`config.mk`:
```
export PLATFORM = sky130hd
export DESIGN_NAME = serial_readback_status
export DESIGN_NICKNAME = d
export VERILOG_FILES = /design/src/readback_pkg.sv /design/src/readback_mirror_mem.sv /design/src/serial_readback_status.sv
export SDC_FILE = /design/constraint.sdc
export NUM_CORES = 1
export LEC_CHECK = 0
export ABC_CLOCK_PERIOD_IN_PS = 9700
export BUFFER_PORTS_ARGS = -buffer_cell sky130_fd_sc_hd__buf_2
export CAP_MARGIN = 20
export CORE_ASPECT_RATIO = 0.7
export CORE_MARGIN = 2
export CORE_UTILIZATION = 65
export DETAILED_ROUTE_END_ITERATION = 7
export HOLD_SLACK_MARGIN = 0.03
export PLACE_DENSITY = 0.83
export SYNTH_ARGS = -nofsm -noshare
export SYNTH_HDL_FRONTEND = slang
export SYNTH_SLANG_ARGS = --single-unit
```
`constraint.sdc`:
```
create_clock -name i_clk -period 9.7 [get_ports i_clk]
set_input_delay 0.485 -clock i_clk [delete_from_list [all_inputs] [get_ports i_clk]]
set_output_delay 0.485 -clock i_clk [all_outputs]
set_load 0.05 [all_outputs]
```
`src/readback_pkg.sv`:
```
// Shared constants and carrier types for the serial readback and status block
package readback_pkg;

  // Frame geometry
  localparam int FRAME_BITS = 24;
  localparam int PEC_FRAME_BITS = 32;
  localparam int CRC_W = 8;
  localparam int DATA_W = 16;
  localparam int SEL_W = 5;
  localparam int COUNT_W = 6;
  localparam logic [COUNT_W-1:0] COUNT_PLAIN = 6'h18;
  localparam logic [COUNT_W-1:0] COUNT_PEC = 6'h20;
  localparam logic [COUNT_W-1:0] COUNT_MAX = 6'h3F;

  // Packet check: x^8 + x^2 + x + 1
  localparam logic [CRC_W-1:0] CRC_POLY = 8'h07;
  localparam logic [CRC_W-1:0] CRC_INIT = 8'h00;

  // Special command words
  localparam logic [FRAME_BITS-1:0] NOP_WORD = 24'h3CE000;

  // Register select codes
  localparam logic [SEL_W-1:0] SEL_SLEW_FIRST = 5'h14;
  localparam logic [SEL_W-1:0] SEL_SLEW_LAST = 5'h17;
  localparam logic [SEL_W-1:0] SEL_STATUS = 5'h18;
  localparam logic [SEL_W-1:0] SEL_LAST = 5'h1A;
  localparam logic [1:0] SEL_CHAN_MASK = 2'h3;

  // Upper readback byte, undefined on the wire, driven as zero
  localparam logic [7:0] READBACK_PAD = 8'h00;
  localparam logic [DATA_W-1:0] DATA_ZERO = 16'h0000;

  // Frame tracking states
  typedef enum logic [1:0] {
    ST_IDLE = 2'b00,
    ST_ACTIVE = 2'b01,
    ST_FINISH = 2'b10
  } frame_state_t;

  // Read request word layout
  typedef struct packed {
    logic rw;
    logic device_addr_hi;
    logic device_addr_lo;
    logic [SEL_W-1:0] reg_sel;
    logic [15:0] ignored;
  } read_req_t;

  // Slew rate control register layout
  typedef struct packed {
    logic [2:0] zero;
    logic slew_enable;
    logic [4:0] ignored;
    logic [3:0] slew_update_rate;
    logic [2:0] slew_step_size;
  } slew_ctrl_t;

  // Fault status register layout, channel index 3 is D and 0 is A
  typedef struct packed {
    logic [3:0] boost_limit;
    logic user_toggle;
    logic packet_check_error;
    logic ramp_active;
    logic over_temp;
    logic [3:0] undefined;
    logic [3:0] out_fault;
  } fault_status_t;

  // Packet check over a 24-bit word, MSB first
  function automatic logic [CRC_W-1:0] crc8(input logic [FRAME_BITS-1:0] d);
    logic [CRC_W-1:0] c;
    logic fb;
    c = CRC_INIT;
    fb = 1'b0;
    for (int i = FRAME_BITS - 1; i >= 0; i--) begin
      fb = c[CRC_W-1] ^ d[i];
      c = {c[CRC_W-2:0], 1'b0};
      if (fb) begin
        c = c ^ CRC_POLY;
      end
    end
    return c;
  endfunction

endpackage

```
`src/readback_mirror_mem.sv`:
```
// Register mirror memory with registered read data
`timescale 1ns/100ps
`default_nettype none

module readback_mirror_mem #(
  parameter int WIDTH = 16,
  parameter int ADDR_W = 5
) (
  // Clock
  input wire logic i_clk,
  // Write port
  input wire logic i_we,
  input wire logic [ADDR_W-1:0] i_waddr,
  input wire logic [WIDTH-1:0] i_wdata,
  // Read port
  input wire logic [ADDR_W-1:0] i_raddr,
  output logic [WIDTH-1:0] o_rdata
);

  logic [WIDTH-1:0] mem [2**ADDR_W];

  always_ff @(posedge i_clk) begin
    if (i_we) begin
      mem[i_waddr] <= i_wdata;
    end
  end

  always_ff @(posedge i_clk) begin
    o_rdata <= mem[i_raddr];
  end

endmodule

`default_nettype wire

```
`src/serial_readback_status.sv`:
```
// Serial port readback path with fault status register
`timescale 1ns/100ps
`default_nettype none

module serial_readback_status #(
  parameter int CHANNELS = 4
) (
  // Clock and reset
  input wire logic i_clk,
  input wire logic i_reset,
  // Serial port
  input wire logic i_sclk,
  input wire logic i_sync_n,
  input wire logic i_sdin,
  output logic o_serial_out,
  output logic o_serial_oe,
  // Device address pins
  input wire logic i_device_addr_hi,
  input wire logic i_device_addr_lo,
  // Main control bits
  input wire logic i_status_on_write,
  input wire logic i_packet_check,
  // Status sources
  input wire logic [CHANNELS-1:0] i_boost_limit,
  input wire logic [CHANNELS-1:0] i_out_fault,
  input wire logic [CHANNELS-1:0] i_chan_stepping,
  input wire logic i_over_temp,
  input wire logic i_user_toggle,
  // Register mirror updates from the core
  input wire logic i_mirror_we,
  input wire logic [readback_pkg::SEL_W-1:0] i_mirror_sel,
  input wire logic [readback_pkg::DATA_W-1:0] i_mirror_data,
  // Decoded write words to the core
  output logic o_wr_valid,
  output logic [readback_pkg::FRAME_BITS-1:0] o_wr_word,
  // Fault pin, open drain
  output logic o_fault_o,
  output logic o_fault_oe,
  // Status view
  output readback_pkg::fault_status_t o_status
);

  readback_pkg::frame_state_t state_r;
  readback_pkg::frame_state_t state_nxt;
  logic sclk_d_r;
  logic sync_n_d_r;
  logic sclk_fall;
  logic sclk_rise;
  logic frame_start;
  logic frame_end;
  logic [readback_pkg::PEC_FRAME_BITS-1:0] rx_shift_r;
  logic [readback_pkg::COUNT_W-1:0] rx_count_r;
  logic [readback_pkg::PEC_FRAME_BITS-1:0] tx_shift_r;
  logic serial_out_r;
  logic serial_oe_r;
  logic pend_valid_r;
  logic [readback_pkg::SEL_W-1:0] pend_sel_r;
  logic sent_status_r;
  logic pec_error_r;
  logic [CHANNELS-1:0] slew_en_r;
  logic wr_valid_r;
  logic [readback_pkg::FRAME_BITS-1:0] wr_word_r;
  logic fault_oe_r;
  readback_pkg::fault_status_t status_r;
  readback_pkg::fault_status_t status_now;
  readback_pkg::slew_ctrl_t slew_in;
  readback_pkg::read_req_t req;
  logic [readback_pkg::FRAME_BITS-1:0] rx_word;
  logic [readback_pkg::CRC_W-1:0] rx_crc;
  logic plain_frame;
  logic pec_frame;
  logic pec_bad;
  logic word_ok;
  logic is_read;
  logic addr_match;
  logic is_nop;
  logic [readback_pkg::DATA_W-1:0] mem_rdata;
  logic [readback_pkg::DATA_W-1:0] mirror_wdata;
  logic mirror_slew;
  logic mirror_we_ok;
  logic [readback_pkg::DATA_W-1:0] tx_data;
  logic tx_status;
  logic tx_drive;
  logic [readback_pkg::FRAME_BITS-1:0] tx_word;
  logic [readback_pkg::CRC_W-1:0] tx_crc;

  // Pin sampling for edge detection; serial clock idles high, so no false edge after reset
  always_ff @(posedge i_clk or posedge i_reset) begin
    if (i_reset) begin
      sclk_d_r <= 1'b1;
      sync_n_d_r <= 1'b1;
    end else begin
      sclk_d_r <= i_sclk;
      sync_n_d_r <= i_sync_n;
    end
  end

  assign sclk_fall = sclk_d_r & ~i_sclk;
  assign sclk_rise = ~sclk_d_r & i_sclk;
  assign frame_start = sync_n_d_r & ~i_sync_n;
  assign frame_end = ~sync_n_d_r & i_sync_n;

  // Frame state
  always_comb begin
    state_nxt = state_r;
    unique case (state_r)
      readback_pkg::ST_IDLE: begin
        if (frame_start) begin
          state_nxt = readback_pkg::ST_ACTIVE;
        end
      end
      readback_pkg::ST_ACTIVE: begin
        if (frame_end) begin
          state_nxt = readback_pkg::ST_FINISH;
        end
      end
      readback_pkg::ST_FINISH: begin
        state_nxt = readback_pkg::ST_IDLE;
      end
      default: begin
        state_nxt = readback_pkg::ST_IDLE;
      end
    endcase
  end

  always_ff @(posedge i_clk or posedge i_reset) begin
    if (i_reset) begin
      state_r <= readback_pkg::ST_IDLE;
    end else begin
      state_r <= state_nxt;
    end
  end

  // Input shift register, sampled on falling serial clock
  always_ff @(posedge i_clk or posedge i_reset) begin
    if (i_reset) begin
      rx_shift_r <= '0;
      rx_count_r <= '0;
    end else if (frame_start) begin
      rx_count_r <= '0;
    end else if (state_r == readback_pkg::ST_ACTIVE && sclk_fall) begin
      rx_shift_r <= {rx_shift_r[readback_pkg::PEC_FRAME_BITS-2:0], i_sdin};
      if (rx_count_r != readback_pkg::COUNT_MAX) begin
        rx_count_r <= rx_count_r + 6'h01;
      end
    end
  end

  // Frame decode
  assign plain_frame = (rx_count_r == readback_pkg::COUNT_PLAIN);
  assign pec_frame = (rx_count_r == readback_pkg::COUNT_PEC);
  assign rx_word = pec_frame ? rx_shift_r[readback_pkg::PEC_FRAME_BITS-1:readback_pkg::CRC_W]
                             : rx_shift_r[readback_pkg::FRAME_BITS-1:0];
  assign rx_crc = rx_shift_r[readback_pkg::CRC_W-1:0];
  assign pec_bad = pec_frame && (readback_pkg::crc8(rx_word) != rx_crc);
  assign word_ok = plain_frame || (pec_frame && !pec_bad);
  assign req = readback_pkg::read_req_t'(rx_word);
  assign is_read = req.rw;
  assign addr_match = (req.device_addr_hi == i_device_addr_hi) &&
                      (req.device_addr_lo == i_device_addr_lo);
  assign is_nop = (rx_word == readback_pkg::NOP_WORD);

  // Pending readback captured at the end of a read request
  always_ff @(posedge i_clk or posedge i_reset) begin
    if (i_reset) begin
      pend_valid_r <= 1'b0;
      pend_sel_r <= '0;
    end else if (state_r == readback_pkg::ST_FINISH && word_ok && is_read && addr_match) begin
      pend_valid_r <= 1'b1;
      pend_sel_r <= i_status_on_write ? readback_pkg::SEL_STATUS : req.reg_sel;
    end else if (frame_start) begin
      pend_valid_r <= 1'b0;
    end
  end

  // Write words other than reads and NOPs go to the core
  always_ff @(posedge i_clk or posedge i_reset) begin
    if (i_reset) begin
      wr_valid_r <= 1'b0;
      wr_word_r <= '0;
    end else begin
      wr_valid_r <= 1'b0;
      if (state_r == readback_pkg::ST_FINISH && word_ok && !is_read && !is_nop) begin
        wr_valid_r <= 1'b1;
        wr_word_r <= rx_word;
      end
    end
  end

  // Mirror of readable registers; status and unassigned codes are not stored
  assign mirror_slew = (i_mirror_sel >= readback_pkg::SEL_SLEW_FIRST) &&
                       (i_mirror_sel <= readback_pkg::SEL_SLEW_LAST);
  assign slew_in = readback_pkg::slew_ctrl_t'(i_mirror_data);
  assign mirror_we_ok = i_mirror_we && (i_mirror_sel != readback_pkg::SEL_STATUS) &&
                        (i_mirror_sel <= readback_pkg::SEL_LAST);

  always_comb begin
    mirror_wdata = i_mirror_data;
    if (mirror_slew) begin
      mirror_wdata = {3'h0, slew_in.slew_enable, 5'h00,
                      slew_in.slew_update_rate, slew_in.slew_step_size};
    end
  end

  readback_mirror_mem #(
    .WIDTH(readback_pkg::DATA_W),
    .ADDR_W(readback_pkg::SEL_W)
  ) u_mirror (
    .i_clk(i_clk),
    .i_we(mirror_we_ok),
    .i_waddr(i_mirror_sel),
    .i_wdata(mirror_wdata),
    .i_raddr(pend_sel_r),
    .o_rdata(mem_rdata)
  );

  // Per-channel slew enables kept for the ramp flag
  always_ff @(posedge i_clk or posedge i_reset) begin
    if (i_reset) begin
      slew_en_r <= '0;
    end else if (i_mirror_we && mirror_slew) begin
      slew_en_r[i_mirror_sel[1:0] & readback_pkg::SEL_CHAN_MASK] <= slew_in.slew_enable;
    end
  end

  // Live status assembly
  always_comb begin
    status_now = '0;
    status_now.boost_limit = i_boost_limit;
    status_now.user_toggle = i_user_toggle;
    status_now.packet_check_error = pec_error_r;
    status_now.ramp_active = |(i_chan_stepping & slew_en_r);
    status_now.over_temp = i_over_temp;
    status_now.undefined = '0;
    status_now.out_fault = i_out_fault | i_boost_limit;
  end

  always_ff @(posedge i_clk or posedge i_reset) begin
    if (i_reset) begin
      status_r <= '0;
    end else begin
      status_r <= status_now;
    end
  end

  // Packet error flag: a new error wins over the clear by a status read
  always_ff @(posedge i_clk or posedge i_reset) begin
    if (i_reset) begin
      pec_error_r <= 1'b0;
    end else if (state_r == readback_pkg::ST_FINISH && pec_bad) begin
      pec_error_r <= 1'b1;
    end else if (state_r == readback_pkg::ST_FINISH && sent_status_r &&
                 rx_count_r >= readback_pkg::COUNT_PLAIN) begin
      pec_error_r <= 1'b0;
    end
  end

  always_ff @(posedge i_clk or posedge i_reset) begin
    if (i_reset) begin
      fault_oe_r <= 1'b0;
      o_fault_o <= 1'b0;
    end else begin
      fault_oe_r <= status_now.packet_check_error | status_now.over_temp |
                    (|status_now.out_fault);
      o_fault_o <= 1'b0;
    end
  end

  // Readback data chosen at frame start
  assign tx_status = (pend_valid_r && pend_sel_r == readback_pkg::SEL_STATUS) ||
                     (!pend_valid_r && i_status_on_write);
  assign tx_drive = pend_valid_r || i_status_on_write;

  always_comb begin
    if (tx_status) begin
      tx_data = status_now;
    end else if (pend_valid_r && pend_sel_r <= readback_pkg::SEL_LAST) begin
      tx_data = mem_rdata;
    end else begin
      tx_data = readback_pkg::DATA_ZERO;
    end
  end

  assign tx_word = {readback_pkg::READBACK_PAD, tx_data};
  // Computed from a stable word captured before any clock of the next frame
  assign tx_crc = i_packet_check ? readback_pkg::crc8(tx_word) : readback_pkg::CRC_INIT;

  // Output shifter: MSB ready at frame start, advances on rising serial clock
  always_ff @(posedge i_clk or posedge i_reset) begin
    if (i_reset) begin
      tx_shift_r <= '0;
      serial_out_r <= 1'b0;
      serial_oe_r <= 1'b0;
      sent_status_r <= 1'b0;
    end else if (frame_start) begin
      tx_shift_r <= {tx_word, tx_crc};
      serial_out_r <= tx_word[readback_pkg::FRAME_BITS-1];
      serial_oe_r <= tx_drive;
      sent_status_r <= tx_status;
    end else if (state_r == readback_pkg::ST_ACTIVE && sclk_rise && rx_count_r != '0) begin
      tx_shift_r <= {tx_shift_r[readback_pkg::PEC_FRAME_BITS-2:0], 1'b0};
      serial_out_r <= tx_shift_r[readback_pkg::PEC_FRAME_BITS-2];
    end else if (frame_end) begin
      serial_oe_r <= 1'b0;
    end
  end

  assign o_serial_out = serial_out_r;
  assign o_serial_oe = serial_oe_r;
  assign o_wr_valid = wr_valid_r;
  assign o_wr_word = wr_word_r;
  assign o_fault_oe = fault_oe_r;
  assign o_status = status_r;

endmodule

`default_nettype wire

```
==> impl_metrics.ini <==
[synthesis]
synthXorXnorAreaFrac_pct = 4.60
synth_area_per_cell_um2 = 16.4
ys_seq_area_share_pct = 68.8
synth_ff_type = edfxtp_1
synthAdderAreaFrac_pct = 0.274
synth_compound_area_share_pct = 4.58
ys_seq_elements = 653
muxShareOfSynthArea_pct = 14.9
synth_edf_count = 512
syn_area_um2 = 27400
synth-async-reset-ratio_pct = 19.1
synthSimpleGateAreaFrac_pct = 4.88
ys_warn_count = 0
synth_top_family_by_area = multiplexers
netlist_instances = 1668
synth.distinct_cells = 62

[global_routing]
grt_max_degree = 73
grt_pass1_vias = 15300
grt_use_total_pct = 27.3
grt_overflow_total = 0
antenna_found_initial = 1
grt_first_pass_wirelength_mm = 90.1

[sta]
relSlewSlack_pct = 28.4
maxSlewViolCount = 0
rsz0062_at_grt = no
skew_ns = 0.0226
min_period_ns = 4.61
fin_crit_sh_pct = 47.5
tns_ns = 0
max_freq_mhz = 217
hold_viol = 0
setup_viol = 0
fin_ws_ns = 5.09
worst-slew-pin-transition_ns = 1.07

[setup_path]
crit_required_ns = 10.15
crit_type = flip-flop to flip-flop
setup.worst_path.start_class = flip-flop
crit_path_end_kind = flip-flop
cp.arrival_ns = 5.06
r2r_setup_slack_ns = 5.09
cp_max_fo = 33

[die]
die-width_um = 249
fp-row-count = 62
initial_utilization_pct = 66.3
dieHeight_um = 176
core_um2 = 41300
ios = 90
die_area_um2 = 43800

[cells_and_area]
final_cell_mix = edfxtp_1, mux2_2, dfrtp_1
layout_commonest_cell = edfxtp_1
n_antenna_cell = 0
area_growth_pct = 12.6
drive_gt1_share_pct = 25.3
nNetsFinal = 1904

[cts]
tritoncts = done
insertion_delay_ns = 0.59
cts_sinks = 653
numCtsBuffers = 57
ctsRootBufferMaster = clkbuf_16
max-clock-path-buffers = 3
h-tree-depth = 2
clkTransAtPathRegs_ns = 0.07

[drt]
firstDrtPassIters = 6
drc = 0
num_vias = 15300
wl_per_cell_um = 24.3
via_per_inst = 6.27
routed_wl_mm = 59.4
ant_nets = 0
drt-initial-drc-count = 1775

[placement]
gp_congestion = 0.914
portBuffers = 84
dp_slack_ns = 5.14
dp_hpwl_mm = 36.3

[pwr]
vdd_ir_drop_max_mv = 0.160
p_leak_uw = 0.0112
intPower_uw = 4650
p_sw_uw = 1380
power_frac_seq_pct = 53.4
power_density_nw_per_um2 = 196
power.share.clock_pct = 37.8
combPwrFrac_pct = 8.9
p_sw_share_pct = 22.9

[worst_hold_path]
hold_class = primary input to flip-flop

[status]
outcome = finished clean

[job]
maxCapViolCount = 0
[sequential cells by signal, summed over array words and instances (netlist names)]
signal,cells
tx_shift_r,31
state_r,2
sync_n_d_r,1
o_fault_oe,1
pec_error_r,1
o_serial_oe,1
sent_status_r,1
o_status,12
slew_en_r,4
pend_sel_r,5
rx_shift_r,32
o_wr_word,24
o_serial_out,1
rx_count_r,6
u_mirror.o_rdata,16
o_wr_valid,1
u_mirror.mem,512
sclk_d_r,1
pend_valid_r,1
[metal layers]
metal,vias up,global-route usage (%),routed length (µm)
met5,-,0,0
met4,0,6.98,1250
met3,92,3.90,4830
met2,740,42.4,27700
met1,7866,41.7,25600
li1,6624,-,-
[final timing paths]
| kind | from | endpoint | cells past startpoint |
|---|---|---|---|
| setup reg to reg | rx_count_r[0] | o_wr_word[7] | 16 |
| hold reg to reg | state_r[1] | state_r[0] | 1 |
| max in group asynchronous | i_reset | o_wr_word[5] | 3 |
| hold / removal | i_boost_limit[3] | o_status[15] | 1 |
| min in group asynchronous | i_reset | tx_shift_r[27] | 2 |
| setup / recovery | rx_count_r[0] | o_wr_word[7] | 16 |
[synth_stat cells (all sizes together), types with 2 or more instances]
| master | number | area, µm² |
|---|---|---|
| a21oi | 61 | 313 |
| a221oi | 16 | 140 |
| a22oi | 29 | 218 |
| and2 | 12 | 75.1 |
| and3 | 2 | 12.5 |
| buf | 42 | 229 |
| clkbuf | 68 | 258 |
| dfrtp | 123 | 3080 |
| dfstp | 2 | 52.6 |
| dfxtp | 16 | 320 |
| edfxtp | 512 | 15400 |
| ha | 6 | 75.1 |
| inv | 12 | 45.0 |
| mux2 | 138 | 1590 |
| mux2i | 33 | 330 |
| mux4 | 96 | 2160 |
| nand2 | 106 | 400 |
| nand2b | 3 | 18.8 |
| nand3 | 10 | 50.1 |
| nand3b | 3 | 22.5 |
| nand4 | 4 | 25.0 |
| nand4b | 3 | 26.3 |
| nor2 | 115 | 432 |
| nor2b | 5 | 31.3 |
| nor3 | 12 | 60.1 |
| nor3b | 2 | 20.0 |
| nor4 | 4 | 25.0 |
| nor4b | 5 | 58.8 |
| o21ai | 40 | 200 |
| o22ai | 40 | 250 |
| o31ai | 2 | 20.0 |
| or2 | 7 | 43.8 |
| or3 | 3 | 18.8 |
| xnor2 | 82 | 748 |
| xnor3 | 10 | 225 |
| xor2 | 30 | 263 |
[logic make-up (layout without fill, tap and decap cells)]
| group | count (synthesis) | after routing |
|---|---|---|
| xor gates and xnor gates | 123 | 123 |
| adders and majority gates | 6 | 6 |
| muxes | 267 | 267 |
| DFF | 653 | 653 |
| AOI/OAI and AO/OA | 198 | 198 |
| other | 1 | 101 |
| and+or+nand+nor | 298 | 298 |
| buffers and inverters | 122 | 253 |
[stage by stage]
stage               total power, µW  instance area (µm²)  cells  hold WS [ns]  utilization (%)
floorplan                      3630                27700   1768         0.382                -
global placement               3760                28700   2327         0.433             69.6
detailed placement             3790                28700   2327         0.457             69.6
CTS                            6030                30700   2437        0.0326             74.3
global route                   6210                30800   2443        0.0368             74.7
finish                         6030                30800   2443        0.0499             74.7
[power groups by stage]
stage	clock, µW	combinational [µW]	sequential [µW]
floorplan	0	379	3250
global placement	0	499	3270
detailed placement	0	514	3270
CTS	2300	519	3210
global route	2410	580	3220
finish	2280	534	3220
[layout make-up]
class	instances	area, µm²
sequential	653	18800
tap	544	681
inverter	12	47.5
fill	2396	10500
multi-input combinational	993	8440
clock inverter	33	300
timing repair buffer	136	938
clock buffer	72	1580
[worst max-delay path, cell delays in order, from the launching register on]
cell      delay (ns)
dfrtp_1         0.42
inv_1           0.09
ha_1            0.17
nor4b_4         0.30
nand2_2         0.46
nand2_1         0.21
nand2_1         0.12
ha_1            0.34
xnor2_1         0.27
xnor2_1         0.17
xor2_1          0.18
xnor3_1         0.25
xor2_1          0.17
o221ai_2        0.18
o41ai_4         0.36
buf_4           0.39
mux2_1          0.37
[timing repair]
action | 4_1_cts | 5_1_grt
hold buffers | 5 | 0
endpoints found under the hold margin | 5 | 0
gates resized for setup | 0 | 0
buffers inserted | 0 | 0
Power figures use the tool's default switching activity.
